### src/verilog/audio_pkg.sv
// Shared constants and types for the serial audio receiver and its host
package audio_pkg;
   typedef logic signed [23:0] sample_t;
   // ----------------------------------------------------------------
   // Register offsets
   // ----------------------------------------------------------------
   localparam logic [7:0] REG_FORMAT = 8'h02;
   localparam logic [7:0] REG_RAMP = 8'h03;
   localparam logic [7:0] REG_VOLUME = 8'h04;
   localparam logic [7:0] REG_CTRL3 = 8'h13;
   localparam logic [7:0] REG_GAIN = 8'h20;
   localparam logic [7:0] REG_STATUS = 8'h21;
   localparam logic [7:0] REG_VOLNOW = 8'h22;
   // ----------------------------------------------------------------
   // Field positions and reset values
   // ----------------------------------------------------------------
   localparam int BYPASS_BIT = 7;
   localparam int RAMP_BIT = 6;
   localparam int CORNER_LSB = 5;
   localparam int VOL_LSB_BIT = 0;
   localparam int FAULT_BIT = 0;
   localparam logic [7:0] FORMAT_RST = 8'h04;
   localparam logic [7:0] RAMP_RST = 8'h00;
   localparam logic [7:0] VOLUME_RST = 8'hcf;
   localparam logic [7:0] CTRL3_RST = 8'h00;
   localparam logic [7:0] GAIN_RST = 8'h00;
   // ----------------------------------------------------------------
   // Format codes
   // ----------------------------------------------------------------
   localparam logic [2:0] FMT_RJ24 = 3'h0;
   localparam logic [2:0] FMT_RJ20 = 3'h1;
   localparam logic [2:0] FMT_RJ18 = 3'h2;
   localparam logic [2:0] FMT_RJ16 = 3'h3;
   localparam logic [2:0] FMT_I2S = 3'h4;
   localparam logic [2:0] FMT_LJ = 3'h5;
   // ----------------------------------------------------------------
   // Volume, gain and filter constants
   // ----------------------------------------------------------------
   localparam logic [8:0] VOL_0DB = 9'h19e;
   localparam logic [8:0] VOL_MUTE_BELOW = 9'h00e;
   localparam logic [9:0] VOL_EXP_BIAS = 10'h012;
   localparam logic [9:0] STEPS_PER_OCTAVE = 10'h018;
   localparam logic [5:0] GAIN_SHIFT_MAX = 6'h21;
   localparam int SLOW_RAMP_FRAMES = 8;
   localparam logic [3:0] HPF_SHIFT_BASE = 4'hb;
   localparam logic [8:0] FS_DBV_TENTHS [4] = '{9'h0c0, 9'h0cf, 9'h0eb,
      9'h107};
   localparam logic [15:0] GAIN_MANT [24] = '{
      16'h8000, 16'h83c0, 16'h879c, 16'h8b96, 16'h8fad, 16'h93e3,
      16'h9838, 16'h9cae, 16'ha145, 16'ha5ff, 16'haadc, 16'hafde,
      16'hb505, 16'hba53, 16'hbfc9, 16'hc567, 16'hcb30, 16'hd124,
      16'hd745, 16'hdd94, 16'he412, 16'heac1, 16'hf1a2, 16'hf8b6};
   // ----------------------------------------------------------------
   // Frame geometry and link timing
   // ----------------------------------------------------------------
   localparam logic [8:0] RATIO_32 = 9'h020;
   localparam logic [8:0] RATIO_48 = 9'h030;
   localparam logic [8:0] RATIO_64 = 9'h040;
   localparam logic [8:0] RATIO_TDM4 = 9'h080;
   localparam logic [8:0] RATIO_TDM8 = 9'h100;
   localparam logic [7:0] LAST_BIT_STEREO = 8'h3f;
   localparam logic [7:0] LAST_BIT_TDM4 = 8'h7f;
   localparam logic [7:0] LAST_BIT_TDM8 = 8'hff;
   localparam int CORE_PERIOD_NS = 25;
   localparam int LINK_PERIOD_NS = 200;
   localparam int LINK_HALF_CYCLES = LINK_PERIOD_NS / (2 * CORE_PERIOD_NS);
endpackage : audio_pkg

### src/verilog/serial_audio_port_if.sv
// Serial audio link between host and receiver
`timescale 1ns/100ps
interface serial_audio_port_if;
   logic bitClk;
   logic frameClk;
   logic serialAudioIn;
   modport host (output bitClk, output frameClk, output serialAudioIn);
   modport device (input bitClk, input frameClk, input serialAudioIn);
endinterface : serial_audio_port_if

### src/verilog/serial_audio_rx_volume.sv
// Serial audio receiver with DC filter and ramped digital volume
// Operation
// - Sample frame clock and data on bit-clock rise
// - I2S words start one bit after edge
// - MSB-first two's complement, no precision needed
// - Format code 100 selects I2S alignment
// - Left-justified words start on the edge itself
// - Right-justified LSB ends at frame-clock edge
// - Right-justified precision 24/20/18/16 by code
// - TDM frame starts on frame-clock rise
// - Slot count detected from bits per frame
// - I2S TDM slot 0 one bit late
// - Left-justified TDM slot 0 on rise
// - Right-justified TDM LSB-aligned in 32-bit slot
// - Excess DC with filter bypassed latches fault, stops power stage
// - High-pass filter, bypass by bit 7
// - Corner code doubles filter corner per step
// - Analog gain code selects full-scale level
// - Volume code 0x19E plus quarter-dB steps
// - Volume upper bits and LSB in two registers
// - Codes below 0x0E mute the audio
// - Ramp one step per frame or eight
// - Saturate when level exceeds full scale
//
// Design decisions made here: strobed register access and the address map.
`timescale 1ns/100ps
module serial_audio_rx_volume #(
   parameter logic [23:0] DC_LIMIT = 24'h080000,
   parameter logic [7:0] DC_FRAMES = 8'h10
) (
   input wire logic core_clk,
   input wire logic rst_n,
   serial_audio_port_if.device port,
   input wire logic [7:0] regAddr,
   input wire logic [7:0] regWrData,
   input wire logic regWr,
   input wire logic regRd,
   output logic [7:0] regRdData,
   output audio_pkg::sample_t audioOut,
   output logic audioValid,
   output logic powerStageOn,
   output logic [1:0] analogGain,
   output logic [8:0] fullScaleDbv
);
   import audio_pkg::*;

   // ----------------------------------------------------------------
   // Helpers
   // ----------------------------------------------------------------
   function automatic sample_t rjAlign(input logic [31:0] w,
                                      input logic [1:0] prec);
      case (prec)
         2'h0: rjAlign = w[23:0];
         2'h1: rjAlign = {w[19:0], 4'h0};
         2'h2: rjAlign = {w[17:0], 6'h00};
         default: rjAlign = {w[15:0], 8'h00};
      endcase
   endfunction : rjAlign

   function automatic sample_t sat24(input logic signed [47:0] v);
      if (v > 48'sh7fffff) begin
         sat24 = 24'sh7fffff;
      end else if (v < -48'sh800000) begin
         sat24 = -24'sh800000;
      end else begin
         sat24 = v[23:0];
      end
   endfunction : sat24

   // ----------------------------------------------------------------
   // Control registers
   // ----------------------------------------------------------------
   logic [7:0] formatReg_q, rampReg_q, volReg_q, ctrl3Reg_q, gainReg_q;
   logic dcFault_q, dcFaultSet, tdm_q;
   logic [3:0] slots_q;
   logic [8:0] volNow_q, volTarget;

   always_ff @(posedge core_clk) begin
      if (!rst_n) begin
         formatReg_q <= FORMAT_RST;
         rampReg_q <= RAMP_RST;
         volReg_q <= VOLUME_RST;
         ctrl3Reg_q <= CTRL3_RST;
         gainReg_q <= GAIN_RST;
      end else if (regWr) begin
         case (regAddr)
            REG_FORMAT: formatReg_q <= regWrData;
            REG_RAMP: rampReg_q <= regWrData;
            REG_VOLUME: volReg_q <= regWrData;
            REG_CTRL3: ctrl3Reg_q <= regWrData;
            REG_GAIN: gainReg_q <= regWrData;
            default: ;
         endcase
      end
   end

   assign volTarget = {volReg_q, ctrl3Reg_q[VOL_LSB_BIT]};

   always_ff @(posedge core_clk) begin
      if (!rst_n) begin
         regRdData <= 8'h00;
      end else if (regRd) begin
         case (regAddr)
            REG_FORMAT: regRdData <= formatReg_q;
            REG_RAMP: regRdData <= rampReg_q;
            REG_VOLUME: regRdData <= volReg_q;
            REG_CTRL3: regRdData <= ctrl3Reg_q;
            REG_GAIN: regRdData <= gainReg_q;
            REG_STATUS: regRdData <= {1'b0, volNow_q != volTarget, tdm_q,
                                      slots_q, dcFault_q};
            REG_VOLNOW: regRdData <= volNow_q[8:1];
            default: regRdData <= 8'h00;
         endcase
      end else begin
         regRdData <= 8'h00;
      end
   end

   // ----------------------------------------------------------------
   // Pin synchronisers
   // ----------------------------------------------------------------
   logic [2:0] pinMeta_q, pinSync_q;
   logic bclkPrev_q, bitTick, lrNow, sdNow;

   always_ff @(posedge core_clk) begin
      if (!rst_n) begin
         pinMeta_q <= 3'h0;
         pinSync_q <= 3'h0;
         bclkPrev_q <= 1'b0;
      end else begin
         pinMeta_q <= {port.bitClk, port.frameClk, port.serialAudioIn};
         pinSync_q <= pinMeta_q;
         bclkPrev_q <= pinSync_q[2];
      end
   end

   assign bitTick = pinSync_q[2] & ~bclkPrev_q;
   assign lrNow = pinSync_q[1];
   assign sdNow = pinSync_q[0];

   // ----------------------------------------------------------------
   // Word framing and capture
   // ----------------------------------------------------------------
   logic [2:0] fmt;
   logic lrPrev_q, isI2s, isRj, lrRise, lrFall, wordStart, capture;
   logic frameTick;
   logic [31:0] shift_q;
   logic [8:0] bitIdx_q, idx, frameCnt_q, frameLen;
   sample_t captured;

   assign fmt = formatReg_q[2:0];

   always_comb begin
      isI2s = fmt == FMT_I2S;
      isRj = fmt <= FMT_RJ16;
      lrRise = lrNow & ~lrPrev_q;
      lrFall = ~lrNow & lrPrev_q;
      wordStart = (tdm_q | !isI2s) ? lrRise : lrFall;
      idx = wordStart ? 9'h000 : bitIdx_q + 9'h001;
      frameLen = frameCnt_q + 9'h001;
      frameTick = bitTick & lrRise;
   end

   always_comb begin
      capture = 1'b0;
      captured = '0;
      if (bitTick) begin
         if (!isRj) begin
            capture = idx == (isI2s ? 9'h018 : 9'h017);
            captured = {shift_q[22:0], sdNow};
         end else if (tdm_q) begin
            capture = idx == 9'h01f;
            captured = rjAlign({shift_q[30:0], sdNow}, fmt[1:0]);
         end else begin
            capture = lrFall;
            captured = rjAlign(shift_q, fmt[1:0]);
         end
      end
   end

   always_ff @(posedge core_clk) begin
      if (!rst_n) begin
         lrPrev_q <= 1'b0;
         shift_q <= 32'h0;
         bitIdx_q <= 9'h000;
         frameCnt_q <= 9'h000;
      end else if (bitTick) begin
         lrPrev_q <= lrNow;
         shift_q <= {shift_q[30:0], sdNow};
         bitIdx_q <= idx;
         frameCnt_q <= lrRise ? 9'h000 : frameCnt_q + 9'h001;
      end
   end

   always_ff @(posedge core_clk) begin
      if (!rst_n) begin
         tdm_q <= 1'b0;
         slots_q <= 4'h2;
      end else if (frameTick) begin
         case (frameLen)
            RATIO_32, RATIO_48, RATIO_64: begin
               tdm_q <= 1'b0;
               slots_q <= 4'h2;
            end
            RATIO_TDM4: begin
               tdm_q <= 1'b1;
               slots_q <= 4'h4;
            end
            RATIO_TDM8: begin
               tdm_q <= 1'b1;
               slots_q <= 4'h8;
            end
            default: ;
         endcase
      end
   end

   // ----------------------------------------------------------------
   // DC filter and DC fault
   // ----------------------------------------------------------------
   logic signed [39:0] dcEst_q, xWide;
   logic signed [40:0] dcDiff;
   logic [3:0] hpfShift;
   logic [23:0] dcMag;
   logic [7:0] dcCnt_q;
   logic bypass, dcHigh, hpfValid_q;
   sample_t hpfOut_q;

   always_comb begin
      bypass = formatReg_q[BYPASS_BIT];
      hpfShift = HPF_SHIFT_BASE - {1'b0, ctrl3Reg_q[CORNER_LSB +: 3]};
      xWide = {captured, 16'h0000};
      dcDiff = {xWide[39], xWide} - {dcEst_q[39], dcEst_q};
      dcMag = dcEst_q[39] ? 24'(-dcEst_q[39:16]) : dcEst_q[39:16];
      dcHigh = bypass & (dcMag > DC_LIMIT);
      dcFaultSet = capture & dcHigh & (dcCnt_q == DC_FRAMES - 8'h01);
   end

   always_ff @(posedge core_clk) begin
      if (!rst_n) begin
         dcEst_q <= 40'sh0;
         hpfOut_q <= '0;
         hpfValid_q <= 1'b0;
      end else begin
         hpfValid_q <= capture;
         if (capture) begin
            dcEst_q <= dcEst_q + 40'(dcDiff >>> hpfShift);
            hpfOut_q <= bypass ? captured : sat24(48'(dcDiff >>> 16));
         end
      end
   end

   always_ff @(posedge core_clk) begin
      if (!rst_n) begin
         dcCnt_q <= 8'h00;
      end else if (capture) begin
         if (!dcHigh) begin
            dcCnt_q <= 8'h00;
         end else if (dcCnt_q != DC_FRAMES - 8'h01) begin
            dcCnt_q <= dcCnt_q + 8'h01;
         end
      end
   end

   always_ff @(posedge core_clk) begin
      if (!rst_n) begin
         dcFault_q <= 1'b0;
      end else if (dcFaultSet) begin
         dcFault_q <= 1'b1;
      end else if (regWr && regAddr == REG_STATUS && regWrData[FAULT_BIT]) begin
         dcFault_q <= 1'b0;
      end
   end

   // ----------------------------------------------------------------
   // Volume ramp
   // ----------------------------------------------------------------
   logic [2:0] rampDiv_q;
   logic stepNow;

   assign stepNow = frameTick & (!rampReg_q[RAMP_BIT] ||
      rampDiv_q == 3'(SLOW_RAMP_FRAMES - 1));

   always_ff @(posedge core_clk) begin
      if (!rst_n) begin
         rampDiv_q <= 3'h0;
      end else if (frameTick) begin
         rampDiv_q <= rampDiv_q + 3'h1;
      end
   end

   always_ff @(posedge core_clk) begin
      if (!rst_n) begin
         volNow_q <= {VOLUME_RST, CTRL3_RST[VOL_LSB_BIT]};
      end else if (stepNow && volNow_q != volTarget) begin
         volNow_q <= (volNow_q < volTarget) ? volNow_q + 9'h001
                                            : volNow_q - 9'h001;
      end
   end

   // ----------------------------------------------------------------
   // Gain stage and outputs
   // ----------------------------------------------------------------
   logic [9:0] volBiased, expo, mantIdx;
   logic [5:0] rShift;
   logic signed [47:0] prod, scaled;

   always_comb begin
      volBiased = {1'b0, volNow_q} + VOL_EXP_BIAS;
      expo = volBiased / STEPS_PER_OCTAVE;
      mantIdx = volBiased % STEPS_PER_OCTAVE;
      rShift = GAIN_SHIFT_MAX - expo[5:0];
      prod = hpfOut_q * $signed({1'b0, GAIN_MANT[mantIdx[4:0]]});
      scaled = prod >>> rShift;
   end

   always_ff @(posedge core_clk) begin
      if (!rst_n) begin
         audioOut <= '0;
         audioValid <= 1'b0;
         powerStageOn <= 1'b0;
         analogGain <= 2'h0;
         fullScaleDbv <= 9'h000;
      end else begin
         audioValid <= hpfValid_q;
         if (hpfValid_q) begin
            audioOut <= (volNow_q < VOL_MUTE_BELOW) ? '0
                                                    : sat24(scaled);
         end
         powerStageOn <= !dcFault_q;
         analogGain <= gainReg_q[1:0];
         fullScaleDbv <= FS_DBV_TENTHS[gainReg_q[1:0]];
      end
   end
endmodule : serial_audio_rx_volume

### src/flat_wrapper.sv
// flat-port wrapper written by rule: the top's interface ports become plain ports
module serial_audio_rx_volume_flat import audio_pkg::*;
#(
   parameter logic [23:0] DC_LIMIT = 24'h080000,
   parameter logic [7:0] DC_FRAMES = 8'h10
)
  (core_clk, rst_n, regAddr, regWrData, regWr, regRd, regRdData, audioOut, audioValid, powerStageOn, analogGain, fullScaleDbv, port_bitClk, port_frameClk, port_serialAudioIn);
  serial_audio_port_if port_i ();
  input wire logic core_clk;
  input wire logic rst_n;
  input wire logic [7:0] regAddr;
  input wire logic [7:0] regWrData;
  input wire logic regWr;
  input wire logic regRd;
  output logic [7:0] regRdData;
  output audio_pkg::sample_t audioOut;
  output logic audioValid;
  output logic powerStageOn;
  output logic [1:0] analogGain;
  output logic [8:0] fullScaleDbv;
  input wire logic [$bits(port_i.bitClk)-1:0] port_bitClk;
  input wire logic [$bits(port_i.frameClk)-1:0] port_frameClk;
  input wire logic [$bits(port_i.serialAudioIn)-1:0] port_serialAudioIn;
  assign port_i.bitClk = port_bitClk;
  assign port_i.frameClk = port_frameClk;
  assign port_i.serialAudioIn = port_serialAudioIn;
  serial_audio_rx_volume #(.DC_LIMIT(DC_LIMIT), .DC_FRAMES(DC_FRAMES)) u_core (.core_clk(core_clk), .rst_n(rst_n), .port(port_i), .regAddr(regAddr), .regWrData(regWrData), .regWr(regWr), .regRd(regRd), .regRdData(regRdData), .audioOut(audioOut), .audioValid(audioValid), .powerStageOn(powerStageOn), .analogGain(analogGain), .fullScaleDbv(fullScaleDbv));
endmodule
### config.mk
export PLATFORM = sky130hd
export DESIGN_NAME = serial_audio_rx_volume_flat
export DESIGN_NICKNAME = d
export VERILOG_FILES = /design/src/verilog/audio_pkg.sv /design/src/verilog/serial_audio_port_if.sv /design/src/verilog/serial_audio_rx_volume.sv /design/src/flat_wrapper.sv
export SDC_FILE = /design/constraint.sdc
export NUM_CORES = 2
export LEC_CHECK = 0
export BUFFER_PORTS_ARGS = -buffer_cell sky130_fd_sc_hd__buf_2
export CAP_MARGIN = 40
export CORE_MARGIN = 2
export CORE_UTILIZATION = 35
export CTS_CLUSTER_DIAMETER = 120
export CTS_CLUSTER_SIZE = 24
export DETAILED_ROUTE_END_ITERATION = 12
export HOLD_SLACK_MARGIN = 0.06
export PLACE_DENSITY = 0.5
export SYNTH_ARGS = -nofsm -noshare
export SYNTH_HDL_FRONTEND = slang
export SYNTH_SLANG_ARGS = --single-unit
### constraint.sdc
create_clock -name core_clk -period 13.6 [get_ports core_clk]
set_input_delay 0.68 -clock core_clk [delete_from_list [all_inputs] [get_ports core_clk]]
set_output_delay 0.68 -clock core_clk [all_outputs]
set_load 0.005 [all_outputs]
Yosys cells after proc, flatten, opt, wreduce, memory -nomap -nowiden
Memories as Yosys holds them, arrays and structs flattened.
Index checks and enable logic that the tools add are counted.
{ "totals": {"register_bits": 226, "latch_bits": 0, "mem_bits_rw": 0, "rom_bits": 512, "input_bits": 23, "wordCells": 145, "n_memories": 1} }
{ "mem_list": {"columns": ["name", "depth", "width", "read_ports", "rd_clocked_by_memory_dff", "wr", "line_no", "source"], "rows": [
  ["(name not given)", 32, 16, 1, 0, 0, "serial_audio_rx_volume.sv:313", "prod = hpfOut_q * $signed({1'b0, GAIN_MANT[mantIdx[4:0]]});"]
]} }
{ "op_classes": {"add_sub_neg": 12, "multipliers": 1, "n_div": 2, "order_cmp": 10, "n_eq_ne": 22, "shifts": 2, "mux": 32, "n_bitwise": 14, "n_reduce_logical": 22} }
{ "op_table": {"columns": ["cell", "count"], "rows": [
  ["2-to-1 mux 24 bit", 10],
  ["case mux 24 bit (3 select lines)", 2],
  ["case mux 8 bit (7 select lines)", 1],
  ["greater-than comparator 48 x 24 -> 1 bit (second input constant)", 1],
  ["less-than comparator 48 x 24 -> 1 bit (second input constant)", 1],
  [">>> shifter 48 x 6 -> 48 bit", 1],
  ["2-to-1 mux 9 bit", 5],
  ["multiplier 24 x 17 -> 41 bit", 1],
  [">>> shifter 41 x 4 -> 40 bit", 1],
  ["subtractor 40 x 40 -> 41 bit", 1],
  ["adder 40 bit", 1],
  ["2-to-1 mux 16 bit", 2],
  ["adder 9 x 1 -> 9 bit (second input constant)", 3],
  ["greater-than comparator 25 x 24 -> 1 bit (second input constant)", 1],
  ["less-than comparator 25 x 24 -> 1 bit (second input constant)", 1],
  ["equality test 8 x 6 -> 1 bit (second input constant)", 3],
  ["greater-than comparator 24 x 20 -> 1 bit (second input constant)", 1],
  ["negation 24 bit", 1],
  ["binary-select mux 9 bit (select 2 bit)", 1],
  ["equality test 9 x 6 -> 1 bit (second input constant)", 2],
  ["AND reduction 2 bit", 9],
  ["equality test 8 x 2 -> 1 bit (second input constant)", 2],
  ["2-to-1 mux 8 bit", 2],
  ["case mux 4 bit (3 select lines)", 1],
  ["43 further kinds", 63]
]} }

Logic depth before layout (Yosys ltp)
{ "depth": {"depth_word": 12, "depth_mapped": 54, "mapped_depth_nobuf": 49} }

Least setup slack after synthesis
OpenSTA, ideal clock, no wires.
{ "synth_path": {"kind": "register -> register", "from": "register u_core.volNow_q[1]", "to": "register u_core.audioOut[11]", "setup_time_ps": 124, "arrival_ps": 12424, "required_ps": 13476, "setup_slack_ps": 1052, "stages_incl_launch_ff": 51, "period_less_slack_ps": 12548, "cell_sequence": "dfxtp_1 > buf_4 > inv_1 > ha_1 > nor2_1 > o211ai_1 > o31ai_2 > a21boi_1 > o221a_1 > buf_6 > clkinv_2 > xnor2_1 > mux2i_1 > a21oi_4 > o41ai_1 > a21oi_1 > a31oi_1 > buf_2 > [15 not listed] > o21ai_0 > o21ai_0 > o221ai_1 > and2_1 > o31ai_1 > a21oi_1 > o21ai_1 > nor3_1 > a211oi_1 > nor2_1 > a311oi_1 > o21ai_1 > nor4_1 > a41oi_1 > nor3_4 > or2_4 > buf_6 > o211ai_2"} }
{ "synth_between": {"elab_chain_cells": 12} }
{ "synth_lines": {"columns": ["item", "line_no", "source"], "rows": [
  ["from (decl)", "serial_audio_rx_volume.sv:76", "logic [8:0] volNow_q, volTarget;"],
  ["from (signal assigned)", "serial_audio_rx_volume.sv:294", "volNow_q <= {VOLUME_RST, CTRL3_RST[VOL_LSB_BIT]};"],
  ["from (signal assigned)", "serial_audio_rx_volume.sv:296", "volNow_q <= (volNow_q < volTarget) ? volNow_q + 9'h001"],
  ["adder 9 x 5 -> 10 bit", "serial_audio_rx_volume.sv:309", "volBiased = {1'b0, volNow_q} + VOL_EXP_BIAS;"],
  ["modulo 10 x 5 -> 10 bit", "serial_audio_rx_volume.sv:311", "mantIdx = volBiased % STEPS_PER_OCTAVE;"],
  ["NOT 5 -> 6 bit (not written as such)", "serial_audio_rx_volume.sv:313", null],
  ["memory read (32 x 16 bit)", null, null],
  ["2-to-1 mux 16 bit (not written as such) (2 in a row)", "serial_audio_rx_volume.sv:313", null],
  ["multiplier 24 x 17 -> 41 bit", "serial_audio_rx_volume.sv:313", null],
  [">>> shifter 48 x 6 -> 48 bit", "serial_audio_rx_volume.sv:314", "scaled = prod >>> rShift;"],
  ["less-than comparator 48 x 24 -> 1 bit", "serial_audio_rx_volume.sv:63", "end else if (v < -48'sh800000) begin"],
  ["2-to-1 mux 24 bit", "serial_audio_rx_volume.sv:63", null],
  ["2-to-1 mux 24 bit", "serial_audio_rx_volume.sv:61", "if (v > 48'sh7fffff) begin"],
  ["2-to-1 mux 24 bit (*)", "serial_audio_rx_volume.sv:327", "audioOut <= (volNow_q < VOL_MUTE_BELOW) ? '0"],
  ["to (signal assigned)", "serial_audio_rx_volume.sv:327", null],
  ["to (decl)", "serial_audio_rx_volume.sv:39", "output audio_pkg::sample_t audioOut,"]
]} }
Every way passes the cells marked *; elsewhere a longest branch is shown, timed or not. The select of a mux whose other input is x is not followed.
A chain may end at the register's enable or synchronous reset.

Final worst setup path
{ "layout_path": {"from": "register u_core.volNow_q[1]", "to": "register u_core.audioOut[8]"} }
The elaborated chain is that of the path after synthesis.

==> impl_metrics.env <==
export IMPL_grt_max_degree=162
export IMPL_min_period_ns=12.85
export IMPL_setup_tns_ns=0
export IMPL_synth_top_flop_cell="dfxtp_1"
export IMPL_cts_max_level=1
export IMPL_synth_avg_cell_area_um2=8.00
export IMPL_antenna_found_initial=1
export IMPL_syn_num_nets=4853
export IMPL_drc=0
export IMPL_initial_core_util_pct=35.2
export IMPL_fillers=10200
export IMPL_vias=29100
export IMPL_cp_buffers_inverters=9
export IMPL_clockRootBuffer="clkbuf_16"
export IMPL_die_h_um=316
export IMPL_clock_path_buffers=3
export IMPL_crit_family="compound AO/OA/AOI/OAI gates"
export IMPL_crit_type="reg2reg"
export IMPL_drv_cap=0
export IMPL_grt_pass1_wl_um=163000
export IMPL_grt_pass1_vias=29000
export IMPL_post_drt_wl_per_cell_um=18.2
export IMPL_firstDrtPassIters=6
export IMPL_rsz0062_at_grt="no"
export IMPL_drt_iter0_drc=2004
export IMPL_peakVddDrop_mv=0.0635
export IMPL_netlist_instances=4250
export IMPL_placed_cells=5474
export IMPL_async_flop_share_pct=0
export IMPL_worst_pin_slew_ns=0.937
export IMPL_slowest_delay_ns=0.65
export IMPL_grt_util_all_layers_pct=20.2
export IMPL_via_per_inst=5.29
export IMPL_diodes=0
export IMPL_start_kind="flip-flop"
export IMPL_overflow=0
export IMPL_yosysTopAreaCellShare_pct=22.3
export IMPL_wl_um=100000
export IMPL_cts_tree="built"
export IMPL_max_clock_freq_mhz=77.8
export IMPL_finalCritPeriodShare_pct=94.5
export IMPL_clock_latency_ns=0.55
export IMPL_fin_nets=4822
export IMPL_max_slew_margin_pct=37.5
export IMPL_synth_seq_cells=221
export IMPL_clk_pin_slew_worst_paths_ns=0.10
export IMPL_status="complete, no violations"
export IMPL_finalNonFillerCells=5498
export IMPL_slowest_stage="or4b_2"
export IMPL_synth_commonest_cells="nand2_1 (562), inv_1 (506), fa_1 (379)"
export IMPL_critical_path_most_common_cell="fa_1"
export IMPL_core_um2=96400
export IMPL_dieArea_um2=99600
export IMPL_synth_edf_count=0
export IMPL_p_leak_nw=16.0
export IMPL_area_growth_pct=7.97
export IMPL_ys_warnings_count=0
export IMPL_dp_hpwl_um=78600
export IMPL_synthMostInstantiatedCell="nand2_1"
export IMPL_layout_drive_gt1_share_pct=9.10
export IMPL_drv_slew=0
export IMPL_die_x_um=316
export IMPL_pin_count=68
export IMPL_hold_path_class="in2reg"
export IMPL_crit_required_ns=14.08
export IMPL_synth_cell_type_count=110
export IMPL_finalHoldViolations=0
export IMPL_place_gp_congestion=0.889
export IMPL_seqCellArea_um2=4430
export IMPL_end_kind="flip-flop"
export IMPL_rows=114
export IMPL_cts_made_buffers=14
export IMPL_yosys_top_cells_area="fa_1 (22%), dfxtp_1 (13%), ha_1 (7.4%), nand2_1 (6.2%), inv_1 (5.6%)"
export IMPL_portBuffers=66
export IMPL_antenna_left=0
export IMPL_ys_seq_area_share_pct=13.0
export IMPL_cp_arrival_ns=13.32
export IMPL_p_per_area_nw_per_um2=32.0
export IMPL_finalSetupViolations=0
export IMPL_clock_skew_ns=0.0486
export IMPL_clock_sinks=221
export IMPL_cp_max_fo=24
export IMPL_post_synth_top_area_cell="fa_1"
export IMPL_syn_cell_area_um2=34000
export IMPL_multi_input_area_um2=26900
path summary, 6_finish.rpt:
kind	start	end	slack, ns	depth (start not counted)
max reg2reg	u_core.volNow_q[1]	u_core.audioOut[8]	0.75	49
max	u_core.volNow_q[1]	u_core.audioOut[8]	0.75	49
min reg2reg	u_core.pinMeta_q[0]	u_core.pinSync_q[0]	0.44	1
min	port_frameClk	u_core.pinMeta_q[1]	0.34	2
per-stage QoR:
step | utilization (%) | setup slack, ns | area (µm²) | hold WS (ns) | total power, mW
6_report | 38.1 | 0.753 | 36700 | 0.337 | 1.18
3_5_place_dp | 37.4 | -0.0128 | 36000 | 0.418 | 0.720
3_3_place_gp | 37.2 | 0.0866 | 35900 | 0.414 | 0.720
2_1_floorplan | - | 1.05 | 34000 | 0.407 | 0.701
5_1_grt | 38.1 | 0.0133 | 36700 | 0.322 | 1.22
4_1_cts | 37.8 | 0.0320 | 36500 | 0.307 | 1.20
cells by family after synthesis:
kind of cell    share of synthesized area [%]
simple gates                             20.4
compound gates                           18.0
buf+inv                                  8.61
fa+ha+maj                                29.8
flops                                    13.0
mux                                      6.57
xor+xnor                                 3.57
other cells                            0.0110
layer usage:
metal	vias up	part of all wire, %	track usage, %
li1	14200	-	-
met1	14200	47	28.3
met2	634	46	33.4
met3	102	4.2	2.18
met4	2	2.4	4.78
met5	-	0.013	0
layout make-up:
cell class,count,area share [%]
well taps,1276,4.35
clock buffers,15,1.02
repair buffers,191,3.73
clock inverters,4,0.143
flip-flops and latches,221,12.1
inverters,513,5.26
multi-input cells,3278,73.4
placed cells by master, fill, tap and decap left out, types with 52 or more instances in the layout:
master      n
buf_4     116
a21oi_1   221
nor3_1     52
xnor2_1    82
nand3_1    95
buf_2      67
o21ai_0   187
ha_1      200
nor2_1    277
mux2i_1   124
nor2b_1   101
nand2_1   561
inv_1     505
fa_1      379
a21boi_0   71
dfxtp_1   218
and2_1    161
registers in the layout (all words and copies together) (netlist names), 2 cells and up:
register,flops
u_core.pinMeta_q,3
u_core.hpfOut_q,24
u_core.audioOut,24
u_core.shift_q,24
u_core.volNow_q,9
u_core.gainReg_q,8
u_core.bitIdx_q,9
u_core.dcCnt_q,8
u_core.slots_q,3
u_core.dcEst_q,40
u_core.formatReg_q,8
u_core.ctrl3Reg_q,8
u_core.rampReg_q,8
u_core.frameCnt_q,9
u_core.rampDiv_q,3
u_core.volReg_q,8
u_core.fullScaleDbv,5
u_core.regRdData,8
u_core.pinSync_q,3
u_core.analogGain,2
power breakdown:
part | leakage [nW] | total (mW) | internal (mW) | switching [mW]
logic | 14.0 | 0.0551 | 0.0197 | 0.0354
registers | 1.78 | 0.650 | 0.649 | 0.00145
clock network | 0.209 | 0.471 | 0.206 | 0.264
repair_timing:
action,CTS,global route
cloned,1,0
buffers inserted,1,2
pin swaps,0,6
setup endpoints to repair,11,23
resized for setup,2,43
hold buffers,0,0
Note: power is estimated with default switching activity, not from simulation.
